==> config.mk <==
export PLATFORM = sky130hd
export DESIGN_NAME = ssf_spi_status
export DESIGN_NICKNAME = d
export VERILOG_FILES = /design/src/ssf_pkg.sv /design/src/ssf_shifter.sv /design/src/ssf_spi_status.sv
export SDC_FILE = /design/constraint.sdc
export NUM_CORES = 1
export LEC_CHECK = 0
export BUFFER_PORTS_ARGS = -buffer_cell sky130_fd_sc_hd__buf_2
export CAP_MARGIN = 10
export CELL_PAD_IN_SITES_DETAIL_PLACEMENT = 1
export CELL_PAD_IN_SITES_GLOBAL_PLACEMENT = 1
export CORE_MARGIN = 2
export CORE_UTILIZATION = 46
export CTS_CLUSTER_SIZE = 12
export DETAILED_ROUTE_END_ITERATION = 12
export PLACE_DENSITY_LB_ADDON = 0.25
export SLEW_MARGIN = 5
export SYNTH_ARGS = -nofsm -noshare
export SYNTH_HDL_FRONTEND = slang
export SYNTH_SLANG_ARGS = --single-unit
==> constraint.sdc <==
create_clock -name REF_CLK -period 3.3 [get_ports REF_CLK]
set_input_delay 0.165 -clock REF_CLK [delete_from_list [all_inputs] [get_ports REF_CLK]]
set_output_delay 0.165 -clock REF_CLK [all_outputs]
set_load 0.1 [all_outputs]
==> src/ssf_pkg.sv <==
// Constants, register map and types of the serial status flag block.
// Assumes a 50 MHz bus clock and software access over APB.
`default_nettype none

package ssf_pkg;

  // Timing
  localparam int CLK_PERIOD_NS = 20;
  localparam int SCK_HALF_NS   = 80;
  localparam int SCK_HALF_CYC  =
    (SCK_HALF_NS + CLK_PERIOD_NS - 1) / CLK_PERIOD_NS;
  localparam int IDLE_LOAD_MAX_CYC = 2;
  localparam int SPI_DATA_W        = 8;

  // Register byte offsets
  localparam logic [7:0] CTRL1_OFS    = 8'h00;
  localparam logic [7:0] STATUS_OFS   = 8'h04;
  localparam logic [7:0] DATA_OFS     = 8'h08;
  localparam logic [7:0] IRQ_STAT_OFS = 8'h0C;
  localparam logic [7:0] IRQ_MASK_OFS = 8'h10;

  // Control one fields
  localparam int CTRL_EN_BIT     = 6;
  localparam int CTRL_TIE_BIT    = 5;
  localparam int CTRL_MASTER_SELECT_BIT   = 4;
  localparam int CTRL_SELECT_OUTPUT_ENABLE_BIT   = 1;
  localparam int CTRL_MODE_FAULT_ENABLE_BIT = 0;

  // Status fields
  localparam int ST_RFF_BIT  = 7;
  localparam int ST_OVR_BIT  = 6;
  localparam int ST_TEF_BIT  = 5;
  localparam int ST_MODE_FAULT_FLAG_BIT = 4;

  // Interrupt status and mask fields
  localparam int IRQ_W        = 4;
  localparam int IRQ_RFF_BIT  = 0;
  localparam int IRQ_TEF_BIT  = 1;
  localparam int IRQ_MODE_FAULT_FLAG_BIT = 2;
  localparam int IRQ_OVR_BIT  = 3;

  // Values after reset
  localparam logic [7:0]       CTRL1_RST = 8'h00;
  localparam logic [IRQ_W-1:0] MASK_RST  = 4'h0;
  localparam logic [7:0]       DATA_RST  = 8'h00;

  typedef enum logic [1:0] {
    SSF_IDLE  = 2'b00,
    SSF_LEAD  = 2'b01,
    SSF_TRAIL = 2'b10
  } ssf_shift_state_t;

  function automatic logic ssf_hit(input logic [7:0] addr,
                                   input logic [7:0] ofs);
    return addr == ofs;
  endfunction : ssf_hit

endpackage : ssf_pkg

`default_nettype wire

==> src/ssf_shifter.sv <==
// Eight-bit serial shifter, clock phase 0, most significant bit first.
// Assumes sck_in, ser_in and ss_n_in are already synchronised.
`default_nettype none

module ssf_shifter
  import ssf_pkg::*;
#(
  parameter int DATA_W   = SPI_DATA_W,
  parameter int HALF_CYC = SCK_HALF_CYC
) (
  input  wire logic              clk,
  input  wire logic              rst_n,
  input  wire logic              ce,
  input  wire logic              master,
  input  wire logic              load,
  input  wire logic [DATA_W-1:0] load_data,
  input  wire logic              sck_in,
  input  wire logic              ser_in,
  input  wire logic              ss_n_in,
  output logic                   busy,
  output logic                   done,
  output logic [DATA_W-1:0]      rx_data,
  output logic                   sck_out,
  output logic                   ser_out
);

  localparam int DW = $clog2(HALF_CYC + 1);
  localparam int BW = $clog2(DATA_W);

  ssf_shift_state_t  state;
  ssf_shift_state_t  next_state;
  logic [DATA_W-1:0] shreg;
  logic [DATA_W-1:0] next_shreg;
  logic [DATA_W-1:0] next_rx_data;
  logic [BW-1:0]     bit_cnt;
  logic [BW-1:0]     next_bit_cnt;
  logic [DW-1:0]     div_cnt;
  logic [DW-1:0]     next_div_cnt;
  logic              pending;
  logic              next_pending;
  logic              sck_prev;
  logic              in_bit;
  logic              next_in_bit;
  logic              next_sck_out;
  logic              next_ser_out;
  logic              next_done;
  logic              tick;
  logic              rise;
  logic              fall;
  logic              advance;

  assign busy = (state != SSF_IDLE) | pending;

  always_comb begin
    rise         = sck_in & ~sck_prev;
    fall         = ~sck_in & sck_prev;
    tick         = (div_cnt == DW'(HALF_CYC - 1));
    advance      = master ? tick : ((state == SSF_TRAIL) ? fall : rise);
    next_state   = state;
    next_shreg   = shreg;
    next_rx_data = rx_data;
    next_bit_cnt = bit_cnt;
    next_pending = pending;
    next_in_bit  = in_bit;
    next_sck_out = sck_out;
    next_ser_out = ser_out;
    next_done    = 1'b0;
    next_div_cnt = (state == SSF_IDLE || tick) ? '0 : div_cnt + 1'b1;
    case (state)
      SSF_IDLE: begin
        if (load) begin
          next_shreg   = load_data;
          next_ser_out = load_data[DATA_W-1];
          next_bit_cnt = '0;
          // Slave waits with the byte parked until the partner clocks
          next_pending = ~master;
          if (master) begin
            next_state = SSF_LEAD;
          end
        end else if (~master && ~ss_n_in && rise) begin
          next_in_bit  = ser_in;
          next_pending = 1'b0;
          next_state   = SSF_TRAIL;
        end
      end
      SSF_LEAD: begin
        if (advance) begin
          next_in_bit  = ser_in;
          next_sck_out = master;
          next_state   = SSF_TRAIL;
        end
      end
      SSF_TRAIL: begin
        if (advance) begin
          next_sck_out = 1'b0;
          next_shreg   = {shreg[DATA_W-2:0], in_bit};
          if (bit_cnt == BW'(DATA_W - 1)) begin
            next_done    = 1'b1;
            next_rx_data = {shreg[DATA_W-2:0], in_bit};
            next_state   = SSF_IDLE;
          end else begin
            next_bit_cnt = bit_cnt + 1'b1;
            next_ser_out = shreg[DATA_W-2];
            next_state   = SSF_LEAD;
          end
        end
      end
      default: begin
        next_state = SSF_IDLE;
      end
    endcase
    // Select released mid byte: slave drops the partial byte
    if (~master && ss_n_in && state != SSF_IDLE) begin
      next_state   = SSF_IDLE;
      next_bit_cnt = '0;
    end
  end

  always_ff @(posedge clk or negedge rst_n) begin
    if (!rst_n) begin
      state    <= SSF_IDLE;
      shreg    <= '0;
      rx_data  <= '0;
      bit_cnt  <= '0;
      div_cnt  <= '0;
      pending  <= 1'b0;
      sck_prev <= 1'b0;
      in_bit   <= 1'b0;
      sck_out  <= 1'b0;
      ser_out  <= 1'b0;
      done     <= 1'b0;
    end else if (ce) begin
      state    <= next_state;
      shreg    <= next_shreg;
      rx_data  <= next_rx_data;
      bit_cnt  <= next_bit_cnt;
      div_cnt  <= next_div_cnt;
      pending  <= next_pending;
      sck_prev <= sck_in;
      in_bit   <= next_in_bit;
      sck_out  <= next_sck_out;
      ser_out  <= next_ser_out;
      done     <= next_done;
    end
  end

endmodule : ssf_shifter

`default_nettype wire

==> src/ssf_spi_status.sv <==
// Serial interface status flags, one-deep transmit queue, mode fault.
// Assumes an APB master on REF_CLK; link pins are asynchronous.
//
// Behaviour
// - Transfer completion sets receive-full, status bit 7
// - Receive-full clears after status read with it set, then data read
// - Transmit-empty, status bit 5, is 1 while transmit buffer has room
// - Transmit-empty clears after status read with it set, then data write
// - Data write without prior armed status read is ignored
// - Interrupt while transmit-empty and its enable are both set
// - Buffer to shifter move sets transmit-empty
// - Idle interface passes written byte on; flag back within two cycles
// - Shifter completion pulls a waiting byte and sets transmit-empty
// - Empty buffer at completion: flag stays set, nothing moves
// - Master with select input low sets mode-fault, status bit 4
// - Mode fault only with master, fault enable on, select output off
// - Mode-fault clears after status read with it set, then ctrl write
// - In master mode a queued byte starts a transfer
// - Transfer ending before receive read flags overrun, drops new byte
`default_nettype none

module ssf_spi_status
  import ssf_pkg::*;
(
  input  wire logic        REF_CLK,
  input  wire logic        RST_N,
  input  wire logic        CE,
  input  wire logic        PSEL,
  input  wire logic        PENABLE,
  input  wire logic        PWRITE,
  input  wire logic [7:0]  PADDR,
  input  wire logic [31:0] PWDATA,
  output logic      [31:0] PRDATA,
  output logic             PREADY,
  output logic             PSLVERR,
  output logic             IRQ,
  input  wire logic        SCK_I,
  output logic             SCK_O,
  output logic             SCK_OE,
  input  wire logic        MOSI_I,
  output logic             MOSI_O,
  output logic             MOSI_OE,
  input  wire logic        MISO_I,
  output logic             MISO_O,
  output logic             MISO_OE,
  input  wire logic        SS_N_I,
  output logic             SS_N_O,
  output logic             SS_N_OE
);

  logic [3:0]       sync1;
  logic [3:0]       sync2;
  logic             sck_s;
  logic             mosi_s;
  logic             miso_s;
  logic             ss_n_s;
  logic [7:0]       ctrl;
  logic [7:0]       next_ctrl;
  logic [IRQ_W-1:0] irq_mask;
  logic [IRQ_W-1:0] next_irq_mask;
  logic [IRQ_W-1:0] irq_stat;
  logic [IRQ_W-1:0] next_irq_stat;
  logic [IRQ_W-1:0] irq_evt;
  logic [7:0]       tx_buf;
  logic [7:0]       next_tx_buf;
  logic [7:0]       rx_buf;
  logic [7:0]       next_rx_buf;
  logic [7:0]       status;
  logic             tx_full;
  logic             next_tx_full;
  logic             receive_full_flag;
  logic             next_rff;
  logic             transmit_empty_flag;
  logic             next_tef;
  logic             mode_fault_flag;
  logic             next_mode_fault_flag;
  logic             overrun;
  logic             next_ovr;
  logic             rff_arm;
  logic             next_rff_arm;
  logic             tef_arm;
  logic             next_tef_arm;
  logic             mode_fault_flag_arm;
  logic             next_mode_fault_flag_arm;
  logic [31:0]      next_prdata;
  logic             next_pready;
  logic             next_pslverr;
  logic             next_irq;
  logic             next_sck_oe;
  logic             next_miso_oe;
  logic             next_ss_oe;
  logic             next_ss_n;
  logic             acc;
  logic             mapped;
  logic             wr_ctrl;
  logic             wr_data;
  logic             wr_irq;
  logic             wr_mask;
  logic             rd_status;
  logic             rd_data;
  logic             load_shift;
  logic             fault_cond;
  logic             rff_clear;
  logic             shift_busy;
  logic             shift_done;
  logic [7:0]       shift_rx;
  logic             ser_out;

  logic enable;
  logic master_select;
  logic transmit_empty_irq_enable;
  logic select_output_enable;
  logic mode_fault_enable;

  assign enable                    = ctrl[CTRL_EN_BIT];
  assign master_select             = ctrl[CTRL_MASTER_SELECT_BIT];
  assign transmit_empty_irq_enable = ctrl[CTRL_TIE_BIT];
  assign select_output_enable      = ctrl[CTRL_SELECT_OUTPUT_ENABLE_BIT];
  assign mode_fault_enable         = ctrl[CTRL_MODE_FAULT_ENABLE_BIT];
  assign {sck_s, mosi_s, miso_s, ss_n_s} = sync2;
  assign status = {receive_full_flag, overrun, transmit_empty_flag,
                   mode_fault_flag, 4'h0};
  assign MOSI_O  = ser_out;
  assign MISO_O  = ser_out;
  assign MOSI_OE = SCK_OE;

  // Pin synchronisers: the first stage feeds only the second
  always_ff @(posedge REF_CLK or negedge RST_N) begin
    if (!RST_N) begin
      sync1 <= 4'h7;
      sync2 <= 4'h7;
    end else if (CE) begin
      sync1 <= {SCK_I, MOSI_I, MISO_I, SS_N_I};
      sync2 <= sync1;
    end
  end

  // APB: one wait state so read data comes from a flop
  always_comb begin
    acc          = PSEL & PENABLE;
    mapped       = ssf_hit(PADDR, CTRL1_OFS) | ssf_hit(PADDR, STATUS_OFS) |
                   ssf_hit(PADDR, DATA_OFS) | ssf_hit(PADDR, IRQ_STAT_OFS) |
                   ssf_hit(PADDR, IRQ_MASK_OFS);
    next_pready  = acc & ~PREADY;
    next_pslverr = acc & ~PREADY & ~mapped;
    next_prdata  = PRDATA;
    if (acc && !PREADY && !PWRITE) begin
      next_prdata = 32'h0000_0000;
      case (1'b1)
        ssf_hit(PADDR, CTRL1_OFS):    next_prdata[7:0] = ctrl;
        ssf_hit(PADDR, STATUS_OFS):   next_prdata[7:0] = status;
        ssf_hit(PADDR, DATA_OFS):     next_prdata[7:0] = rx_buf;
        ssf_hit(PADDR, IRQ_STAT_OFS): next_prdata[IRQ_W-1:0] = irq_stat;
        ssf_hit(PADDR, IRQ_MASK_OFS): next_prdata[IRQ_W-1:0] = irq_mask;
        default:                      next_prdata = 32'h0000_0000;
      endcase
    end
  end

  always_ff @(posedge REF_CLK or negedge RST_N) begin
    if (!RST_N) begin
      PRDATA  <= 32'h0000_0000;
      PREADY  <= 1'b0;
      PSLVERR <= 1'b0;
    end else if (CE) begin
      PRDATA  <= next_prdata;
      PREADY  <= next_pready;
      PSLVERR <= next_pslverr;
    end
  end

  // Flags, queue and interrupt state
  always_comb begin
    wr_ctrl   = acc & PREADY & PWRITE & ssf_hit(PADDR, CTRL1_OFS);
    wr_data   = acc & PREADY & PWRITE & ssf_hit(PADDR, DATA_OFS);
    wr_irq    = acc & PREADY & PWRITE & ssf_hit(PADDR, IRQ_STAT_OFS);
    wr_mask   = acc & PREADY & PWRITE & ssf_hit(PADDR, IRQ_MASK_OFS);
    rd_status = acc & PREADY & ~PWRITE & ssf_hit(PADDR, STATUS_OFS);
    rd_data   = acc & PREADY & ~PWRITE & ssf_hit(PADDR, DATA_OFS);
    load_shift = tx_full & ~shift_busy & enable;
    fault_cond = enable & master_select & mode_fault_enable &
                 ~select_output_enable & ~ss_n_s;
    rff_clear  = rd_data & rff_arm;
    next_ctrl     = wr_ctrl ? PWDATA[7:0] : ctrl;
    next_irq_mask = wr_mask ? PWDATA[IRQ_W-1:0] : irq_mask;
    next_tx_buf   = tx_buf;
    next_tx_full  = tx_full;
    next_tef      = transmit_empty_flag;
    next_rx_buf   = rx_buf;
    next_rff      = receive_full_flag;
    next_ovr      = overrun;
    next_mode_fault_flag     = mode_fault_flag;
    irq_evt       = '0;
    // Arming follows the status value that software actually saw
    next_rff_arm  = rff_arm;
    next_tef_arm  = tef_arm;
    next_mode_fault_flag_arm = mode_fault_flag_arm;
    if (rd_status) begin
      next_rff_arm  = PRDATA[ST_RFF_BIT];
      next_tef_arm  = PRDATA[ST_TEF_BIT];
      next_mode_fault_flag_arm = PRDATA[ST_MODE_FAULT_FLAG_BIT];
    end
    if (rd_data) begin
      next_rff_arm = 1'b0;
    end
    if (wr_ctrl) begin
      next_mode_fault_flag_arm = 1'b0;
    end
    if (rff_clear) begin
      next_rff = 1'b0;
      next_ovr = 1'b0;
    end
    if (load_shift) begin
      next_tx_full = 1'b0;
      next_tef     = 1'b1;
      irq_evt[IRQ_TEF_BIT] = 1'b1;
    end
    if (wr_data) begin
      next_tef_arm = 1'b0;
      if (tef_arm) begin
        next_tx_buf  = PWDATA[7:0];
        next_tx_full = 1'b1;
        next_tef     = 1'b0;
      end
    end
    // Completion with a full receive buffer not cleared in the same cycle keeps the old byte
    if (shift_done) begin
      if (receive_full_flag && !rff_clear) begin
        next_ovr = 1'b1;
        irq_evt[IRQ_OVR_BIT] = 1'b1;
      end else begin
        next_rx_buf = shift_rx;
        next_rff    = 1'b1;
        irq_evt[IRQ_RFF_BIT] = 1'b1;
      end
    end
    if (wr_ctrl && mode_fault_flag_arm) begin
      next_mode_fault_flag = 1'b0;
    end
    if (fault_cond) begin
      next_mode_fault_flag = 1'b1;
      irq_evt[IRQ_MODE_FAULT_FLAG_BIT] = ~mode_fault_flag;
    end
    next_irq_stat = (irq_stat & ~(wr_irq ? PWDATA[IRQ_W-1:0] : '0)) |
                    irq_evt;
    next_irq = (|(irq_stat & irq_mask)) |
               (transmit_empty_flag & transmit_empty_irq_enable);
    next_sck_oe  = enable & master_select;
    next_miso_oe = enable & ~master_select & ~ss_n_s;
    next_ss_oe   = enable & master_select & select_output_enable;
    next_ss_n    = ~shift_busy;
  end

  always_ff @(posedge REF_CLK or negedge RST_N) begin
    if (!RST_N) begin
      ctrl                <= CTRL1_RST;
      irq_mask            <= MASK_RST;
      irq_stat            <= '0;
      tx_buf              <= DATA_RST;
      tx_full             <= 1'b0;
      transmit_empty_flag <= 1'b1;
      rx_buf              <= DATA_RST;
      receive_full_flag   <= 1'b0;
      overrun             <= 1'b0;
      mode_fault_flag     <= 1'b0;
      rff_arm             <= 1'b0;
      tef_arm             <= 1'b0;
      mode_fault_flag_arm            <= 1'b0;
      IRQ                 <= 1'b0;
      SCK_OE              <= 1'b0;
      MISO_OE             <= 1'b0;
      SS_N_OE             <= 1'b0;
      SS_N_O              <= 1'b1;
    end else if (CE) begin
      ctrl                <= next_ctrl;
      irq_mask            <= next_irq_mask;
      irq_stat            <= next_irq_stat;
      tx_buf              <= next_tx_buf;
      tx_full             <= next_tx_full;
      transmit_empty_flag <= next_tef;
      rx_buf              <= next_rx_buf;
      receive_full_flag   <= next_rff;
      overrun             <= next_ovr;
      mode_fault_flag     <= next_mode_fault_flag;
      rff_arm             <= next_rff_arm;
      tef_arm             <= next_tef_arm;
      mode_fault_flag_arm            <= next_mode_fault_flag_arm;
      IRQ                 <= next_irq;
      SCK_OE              <= next_sck_oe;
      MISO_OE             <= next_miso_oe;
      SS_N_OE             <= next_ss_oe;
      SS_N_O              <= next_ss_n;
    end
  end

  ssf_shifter #(
    .DATA_W   (SPI_DATA_W),
    .HALF_CYC (SCK_HALF_CYC)
  ) u_shifter (
    .clk       (REF_CLK),
    .rst_n     (RST_N),
    .ce        (CE),
    .master    (master_select),
    .load      (load_shift),
    .load_data (tx_buf),
    .sck_in    (sck_s),
    .ser_in    (master_select ? miso_s : mosi_s),
    .ss_n_in   (ss_n_s),
    .busy      (shift_busy),
    .done      (shift_done),
    .rx_data   (shift_rx),
    .sck_out   (SCK_O),
    .ser_out   (ser_out)
  );

  // Flag is back on the move edge that follows the write
  localparam int LOAD_LAST = IDLE_LOAD_MAX_CYC - 1;
endmodule : ssf_spi_status

`default_nettype wire

After elaboration in Yosys (flattened, before gate mapping)
Cells that the tools add are included.

Logic and storage cells: 215. Input bits: 50. Output and inout port bits: 43. Register bits: 92.

$add $sub $neg: 2. Eq/ne operators: 20. Bitwise logic cells: 46. Reductions and logical operators: 42. Multiplexer cells: 71.

Operators by type and width (number): $mux W1 (43); $mux W4 (9); $and A1 B1 Y1 (25); $reduce_and A5 Y1 (4); $reduce_bool A2 Y1 (9); $eq A8 B4 Y1 const B (2); $mux W3 (5); $mux W7 (2); $pmux W7 S2 (1); $reduce_and A2 Y1 (7); $mux W2 (6); $reduce_and A4 Y1 (3); $not A1 Y1 (11); $reduce_and A3 Y1 (3); $and A4 B4 Y4 (2); $eq A8 B3 Y1 const B (1); $eq A8 B5 Y1 const B (1); $logic_and A1 B1 Y1 (8); $logic_not A8 Y1 (1); $ne A2 B2 Y1 const B (4); $ne A4 B4 Y1 const B (2); $add A3 B1 Y3 const B (2); $ne A3 B3 Y1 const B (2); $or A1 B1 Y1 (6); 17 further kinds (22).

Logic depth before layout (Yosys ltp)
Gate-level depths: netlist of the first run.

Depth in word-level cells: 10. Mapped depth: 8.

Hierarchy
A second synthesis of the first run with hierarchy kept.

Cells, all modules: 410. Area total of the unflattened synthesis: 4735.8 um^2.

By module, submodules not included: ssf_spi_status (cells each 264, times used 1, area an instance 3086.7 um^2); ssf_shifter (cells each 146, times used 1, area an instance 1649.1 um^2).

Worst setup path before layout of the first run
OpenSTA, ideal clock, no wires.

Kind: flip-flop to flip-flop. From: register PREADY. To: register mode_fault_flag_arm. Arrival: 2.152 ns. Required time: 3.174 ns. Slack: 1.023 ns. Path buffers: 0. Cell stages (with the launch flop): 5. Cells stage by stage: dfrtp_1 > nand2b_1 > or4_1 > nor2_1 > mux2_2.

Longest elaborated chain between the ends: 5. Elaborated cells between the ends (all ways): 8. Those cells by class: 1 x mux; 5 x bitwise; 2 x reduce/logical.

RTL lines: from (decl) (line ssf_spi_status.sv:34) `output logic PREADY,`; from (signal assigned) (line ssf_spi_status.sv:167) `PREADY <= next_pready;`; $and A1 B1 Y1 (*) (line ssf_spi_status.sv:174, ssf_spi_status.sv:178); $and A1 B1 Y1, on equally long branches (2 in series) (line ssf_spi_status.sv:174, ssf_spi_status.sv:178); $reduce_bool A2 Y1 (no source line); $reduce_and A2 Y1 (no source line); to (signal assigned) (line ssf_spi_status.sv:287) `mode_fault_flag_arm <= next_mode_fault_flag_arm;`; to (decl) (line ssf_spi_status.sv:83) `logic mode_fault_flag_arm;`.

Every way passes the cells marked *; elsewhere a longest branch is shown, timed or not. A chain may end at the register's enable or synchronous reset.

Final worst setup path of the first run
From: register u_shifter.state[0]. To: register u_shifter.rx_data[6].

Longest elaborated chain between the ends: 4.

RTL lines: from (decl) (line ssf_shifter.sv:30) `ssf_shift_state_t state;`; from (signal assigned) (line ssf_shifter.sv:133) `state <= next_state;`; $eq A2 B2 Y1 (*) (line ssf_shifter.sv:58, ssf_shifter.sv:69); $mux W1 (2 in series) (line ssf_shifter.sv:58) `advance = master ? tick : ((state == SSF_TRAIL) ? fall : rise);`; $reduce_and A4 Y1 (no source line) (*); to (signal assigned) (line ssf_shifter.sv:135) `rx_data <= next_rx_data;`; to (decl) (line ssf_shifter.sv:22) `output logic [DATA_W-1:0] rx_data,`.

Marks and branches as above.

==> results of run 1 <==
power breakdown:
part | switching (mW) | internal [mW]
registers | 0.0702 | 1.20
clock network | 0.409 | 0.427
logic | 0.402 | 0.135
total | 0.882 | 1.76
registers in the layout (all words and copies together), names as in the netlist, 2 cells and up:
register / count
tx_buf: 8
irq_stat: 4
rx_buf: 8
ctrl: 8
sync1: 4
u_shifter.rx_data: 8
u_shifter.bit_cnt: 3
u_shifter.state: 2
sync2: 4
u_shifter.div_cnt: 3
irq_mask: 4
u_shifter.shreg: 7
PRDATA: 8
worst reg2reg max path, cell delays in order, from the launching register on:
cell,delay [ps]
dfrtp_1,590
nand2b_1,450
nand2_1,100
a31oi_1,260
nand3_1,380
mux2_2,400
timing repair:
action	in CTS	in global routing
hold buffers	1	0
setup endpoints to repair	0	0
endpoints found under the hold margin	42	0
layout make-up:
type,count,area [sq um],share of cell area
flip-flops and latches,92,2310,0.462
multi-input cells,295,2000,0.399
repair buffers,49,263,0.0525
well taps,133,166,0.0332
clock buffers,10,128,0.0255
clock inverters,6,88.8,0.0177
inverters,14,52.6,0.0105
cells in the final DEF, fill, tap and decap left out, types with 2 or more instances in the layout:
master,count
conb_1,24
nor2_1,15
ha_1,4
dfstp_2,8
clkinvlp_4,2
a21o_1,2
a31oi_1,6
o21ai_0,27
o31ai_1,6
bufinv_16,2
a21oi_1,14
buf_4,5
buf_2,43
o2bb2ai_1,4
o31a_1,2
inv_1,14
a211oi_1,6
nand2_1,59
mux2i_1,7
clkbuf_8,9
nand3_1,8
nand2b_1,6
mux2_2,56
or3_1,2
a22o_1,3
nor4_1,2
o32ai_1,2
dfrtp_1,84
nand3b_1,2
nor3_1,7
nor2b_1,8
cells by family after synthesis:
kind of cell,count (synthesis),share of synthesized area
compound gates,81,0.119
fa+ha+maj,4,0.0110
buf+inv,58,0.0713
flops,92,0.508
mux,63,0.154
other cells,1,0.000825
simple gates,123,0.136
layer usage:
| layer | up-vias | routed length [um] |
|---|---|---|
| met5 | - | 0 |
| met4 | 0 | 214 |
| met3 | 19 | 357 |
| met2 | 72 | 4920 |
| met1 | 1633 | 4990 |
| li1 | 1522 | - |
stage by stage:
step	worst slack, ps	hold WS [ps]
after floorplan	1020	-131
after global placement	1010	216
after detailed placement	1010	218
after CTS	969	26.2
after global routing	753	34.2
final	1000	31.2
path summary, 6_finish.rpt:
kind	end	slack [ps]	depth (start not counted)
setup / recovery	u_shifter.rx_data[6]	1000	5
hold / removal	sync1[0]	30	2
setup reg to reg	u_shifter.rx_data[6]	1000	5
hold reg to reg	SS_N_O	460	1
max in group asynchronous	transmit_empty_flag	2160	3
min in group asynchronous	u_shifter.shreg[3]	330	2
==> out/qor.csv, run 1 <==
stage,metric,value,unit
cells_and_area,final_area,5010,sq um
global_routing,busiest_layer,met2,
cells_and_area,final_cell_count_no_fill,599,
critical_path,crit_required,3550,ps
cells_and_area,areaGrowthSynthToFinish,10.1,%
routing,drc,0,
cells_and_area,nNetsFinal,515,
run_status,status,"complete, no violations",
timing,rsz0062_at_grt,no,
clock_network,cts_tree,built,
die,io_pins,93,
cells_and_area,n_fill_cell,1112,
run,maxCapViolations,0,
critical_path,crit_slowest_cell,dfrtp_1,
yosys,synth.top_cells.by_count,"dfrtp_1, nand2_1, mux2_2",
power,ir_drop,0.211,mV
timing,tightest_slew,710,ps
yosys,ys_seq_area_frac,0.508,
yosys,synth_area,4550,sq um
worst_hold_path,min_from,SS_N_I,
yosys,avgSynthCellArea,10.8,sq um
global_routing,antenna_found_initial,0,
timing,slew_viol_final,0,
yosys,synth_edf_count,0,
yosys,synth.most_common_cell,dfrtp_1,
global_routing,use_met1,0.291,
yosys,synth_top_area_share,0.462,
timing,setup_viol,0,
placed_design,io_buffers,44,
global_routing,grt_remaining_overflow,0,
yosys,ys_top_cells_by_area,"dfrtp_1, mux2_2, nand2_1, dfstp_2, buf_4",
global_routing,grt_usage,0.211,
critical_path,crit_type,register to register,
timing,fin_skew,11.8,ps
global_routing,grt_use_met2,0.333,
die,die_height,103,um
critical_path,arrival,2550,ps
power,power_per_cell_area,527,nW/um^2
timing,max_freq,0.435,GHz
clock_network,clk_latency,370,ps
routing,wl_per_cell,17.5,um
clock_network,root_buffer,clkbuf_8,
placed_design,dp.cells,582,
routing,wirelength,10500,um
critical_path,path_cells,nand2b_1 > nand2_1 > a31oi_1 > nand3_1 > mux2_2,
yosys,ys_seq_elements,92,
timing,hold_viol,0,
cells_and_area,drive_gt1_frac,0.294,
clock_network,h-tree-depth,3,
yosys,synth.distinct_cells,52,
cells_and_area,diodes,0,
cells_and_area,fin_util,0.517,
timing,slew_headroom,0.524,
critical_path,critPathTopFamily,simple AND/OR/NAND/NOR gates,
yosys,synthArstFlopShare,1.00,
routing,num_vias,3246,
placed_design,place_area,4780,sq um
critical_path,start_kind,register,
yosys,yosysTopAreaCell,dfrtp_1,
global_routing,grt_pass1_wl,16900,um
timing,period_needed,2300,ps
routing,dr.pass1.iters,4,
clock_network,cts.repair.resized,0,
die,die_area,10700,sq um
critical_path,end_kind,register,
die,die_w,103,um
critical_path,slowest_delay,590,ps
global_routing,grt_max_degree,49,
critical_path,r2r_start,u_shifter.state[0],
global_routing,grt_pass1_vias,3309,
timing,setup_tns,0,ps
clock_network,path_clk_slew,90,ps
power,power,2.64,mW
clock_network,cts.path.max_buffers,2,
die,rows,36,
die,core,9680,sq um
clock_network,clock-sinks,92,
clock_network,cts-buffers-inserted,9,
yosys,synth_ff_type,dfrtp_1,
yosys,ys.warnings.count,0,
placed_design,hpwlAfterDp,7410,um
placed_design,gp_congestion,0.825,
yosys,synthCells,422,
critical_path,cp_max_fo,13,
critical_path,critPathLaunch,u_shifter.state[0],
die,initial_core_util,0.470,
worst_hold_path,hold_path_class,input pin to register,
timing,post-route-period-util,0.696,
global_routing,use_met3,0.0282,
routing,viasPerCell,5.42,
routing,drtAntennaViolNets,0,
critical_path,worst-path-buf-inv,0,
clock_network,post_cts_buffers,0,
power,leakagePower,2.41,nW
routing,drtIter0Drc,145,
Note: power is estimated with default switching activity, not from simulation.
==> inputs of run 2 (changes only) <==
--- a/config.mk
+++ b/config.mk
@@ -10,7 +10,7 @@
 export CELL_PAD_IN_SITES_DETAIL_PLACEMENT = 1
 export CELL_PAD_IN_SITES_GLOBAL_PLACEMENT = 1
 export CORE_MARGIN = 2
-export CORE_UTILIZATION = 46
+export CORE_UTILIZATION = 39
 export CTS_CLUSTER_SIZE = 12
 export DETAILED_ROUTE_END_ITERATION = 12
 export PLACE_DENSITY_LB_ADDON = 0.25
==> constraint.sdc (replaced) <==
create_clock -name REF_CLK -period 2.05 [get_ports REF_CLK]
set_input_delay 0.1025 -clock REF_CLK [delete_from_list [all_inputs] [get_ports REF_CLK]]
set_output_delay 0.1025 -clock REF_CLK [all_outputs]
set_load 0.1 [all_outputs]
==> out/qor.csv, run 2 (synthesis results as in run 1) <==
stage,metric,value,unit,change
routing,drtAntennaViolNets,0,,unchanged
global_routing,grt_pass1_vias,3473,,"was 3,309"
clock_network,cts-buffers-inserted,9,,unchanged
cells_and_area,final_common_cell,dfrtp_1,,unchanged
critical_path,end_kind,register,,unchanged
die,initial_core_util,0.398,,was 0.470
timing,setup_tns,0,ps,unchanged
timing,max_freq,0.512,GHz,was 0.435 GHz
power,leakagePower,2.59,nW,was 2.41 nW
critical_path,cp_max_fo,9,,was 13
run_status,status,"complete, no violations",,unchanged
timing,tightest_slew,610,ps,was 710 ps
critical_path,start_kind,register,,unchanged
die,die_height,112,um,was 103 um
global_routing,grt_usage,0.184,,was 0.211
timing,slew_viol_final,0,,unchanged
global_routing,antenna_found_initial,0,,unchanged
cells_and_area,nNetsFinal,540,,was 515
routing,dr.pass1.iters,4,,unchanged
cells_and_area,areaGrowthSynthToFinish,18.2,%,was 10.1%
critical_path,crit_slowest_cell,dfrtp_1,,unchanged
placed_design,io_buffers,44,,unchanged
clock_network,root_buffer,clkbuf_16,,was clkbuf_8
critical_path,crit_end,u_shifter.rx_data[7],,was u_shifter.rx_data[6]
clock_network,clk_latency,340,ps,was 370 ps
clock_network,h-tree-depth,3,,unchanged
clock_network,clock-sinks,92,,unchanged
timing,hold_viol,0,,unchanged
die,core,11400,sq um,was 9680 sq um
worst_hold_path,hold_path_class,input pin to register,,unchanged
run,maxCapViolations,0,,unchanged
critical_path,slowest_delay,380,ps,was 590 ps
cells_and_area,final_cell_mix,"dfrtp_1, nand2_1, mux2_2, buf_2, o21ai_0",,unchanged
critical_path,reg2regPathDepth,8,,was 5
cells_and_area,diodes,0,,unchanged
timing,rsz0062_at_grt,no,,unchanged
routing,num_vias,3329,,"was 3,246"
critical_path,r2r_slack,100,ps,was 1000 ps
timing,hold_ws,5.23,ps,was 31.2 ps
critical_path,critPathLaunch,u_shifter.div_cnt[0],,was u_shifter.state[0]
cells_and_area,drive_gt1_frac,0.330,,was 0.294
routing,wl_per_cell,17.3,um,was 17.5 um
timing,setup_viol,0,,unchanged
clock_network,cts_tree,built,,unchanged
critical_path,r2r_start,u_shifter.div_cnt[0],,was u_shifter.state[0]
placed_design,hpwlAfterDp,7870,um,was 7410 um
die,die_area,12500,sq um,"was 10,700 sq um"
critical_path,timing.rr.end,u_shifter.rx_data[7],,was u_shifter.rx_data[6]
timing,post-route-period-util,0.952,,was 0.696
power,power,4.82,mW,was 2.64 mW
cells_and_area,final_area,5380,sq um,was 5010 sq um
routing,viasPerCell,5.25,,was 5.42
clock_network,cts.path.max_buffers,2,,unchanged
global_routing,grt_max_degree,93,,was 49
routing,wirelength,11000,um,"was 10,500 um"
critical_path,crit_required,2280,ps,was 3550 ps
die,io_pins,93,,unchanged
timing,setup_ws,98.3,ps,was 1000 ps
placed_design,gp_congestion,0.824,,was 0.825
timing,slew_headroom,0.589,,was 0.524
clock_network,post_cts_buffers,0,,unchanged
placed_design,place_area,4970,sq um,was 4780 sq um
power,ir_drop,0.434,mV,was 0.211 mV
die,die_w,112,um,was 103 um
global_routing,grt_remaining_overflow,0,,unchanged
critical_path,arrival,2180,ps,was 2550 ps
power,power_per_cell_area,896,nW/um^2,was 527 nW/um^2
routing,drtIter0Drc,117,,was 145
cells_and_area,n_fill_cell,1291,,"was 1,112"
global_routing,grt_pass1_wl,18200,um,"was 16,900 um"
critical_path,path_cells,ha_1 > ha_1 > nand2b_1 > nand2_2 > a31oi_2 > nand3_1 > buf_12 > mux2_2,,was nand2b_1 > nand2_1 > a31oi_1 > nand3_1 > mux2_2
timing,fin_skew,5.89,ps,was 11.8 ps
critical_path,crit_type,register to register,,unchanged
critical_path,cp_common_cell,ha_1,,
die,rows,39,,was 36
clock_network,path_clk_slew,60,ps,was 90 ps
timing,period_needed,1950,ps,was 2300 ps
routing,drc,0,,unchanged
placed_design,place_ws,92.6,ps,was 1010 ps
[run 2: final cells by class]
type	instances	area, sq um	area share
timing repair buffer	74	488	0.0908
multi-input combinational	295	2020	0.376
clock buffer	12	246	0.0459
sequential	92	2310	0.430
tap	143	179	0.0333
clock inverter	4	72.6	0.0135
inverter	14	52.6	0.00978
[run 2: routing by layer]
layer	share of wire	track usage
met4	0.022	0.0740
met5	0	0
met2	0.49	0.302
met1	0.45	0.247
met3	0.039	0.0256
[run 2: timing repair]
item | in CTS | in global routing
hold endpoints to repair | 89 | 0
endpoints found under the setup margin | 0 | 12
hold buffers | 6 | 0
resized for setup | 0 | 5
[run 2: critical path, delay by kind of cell, from the launching register on]
family,cells,cell delay [ps]
AND/OR/NAND/NOR,3,470
buffers and inverters,1,140
multiplexers,1,330
adder cells (fa/ha/maj),2,450
flip-flops,1,380
AO/OA/AOI/OAI,1,60
[run 2: power by group]
group	total (mW)	leakage, nW	internal, mW	switching [mW]
Combinational	1.01	1.20	0.299	0.712
Clock	1.79	0.153	1.10	0.694
Sequential	2.01	1.24	1.93	0.0848
[run 2: through the flow]
stage                     instances   util
final                           634  0.471
after global routing            634  0.471
after CTS                       634  0.469
after detailed placement        612  0.435
after global placement          612  0.435
after floorplan                 445      -
[run 2: worst min-delay path by stage]
stage	start	end	slack (ps)	cells after the start
floorplan	RST_N	IRQ	-190	0
global placement	RST_N	u_shifter.shreg[4]	190	2
detailed placement	RST_N	u_shifter.shreg[4]	200	2
CTS	PWDATA[7]	tx_buf[7]	2	2
global route	PWDATA[7]	tx_buf[7]	10	2
finish	PWDATA[7]	tx_buf[7]	5	2
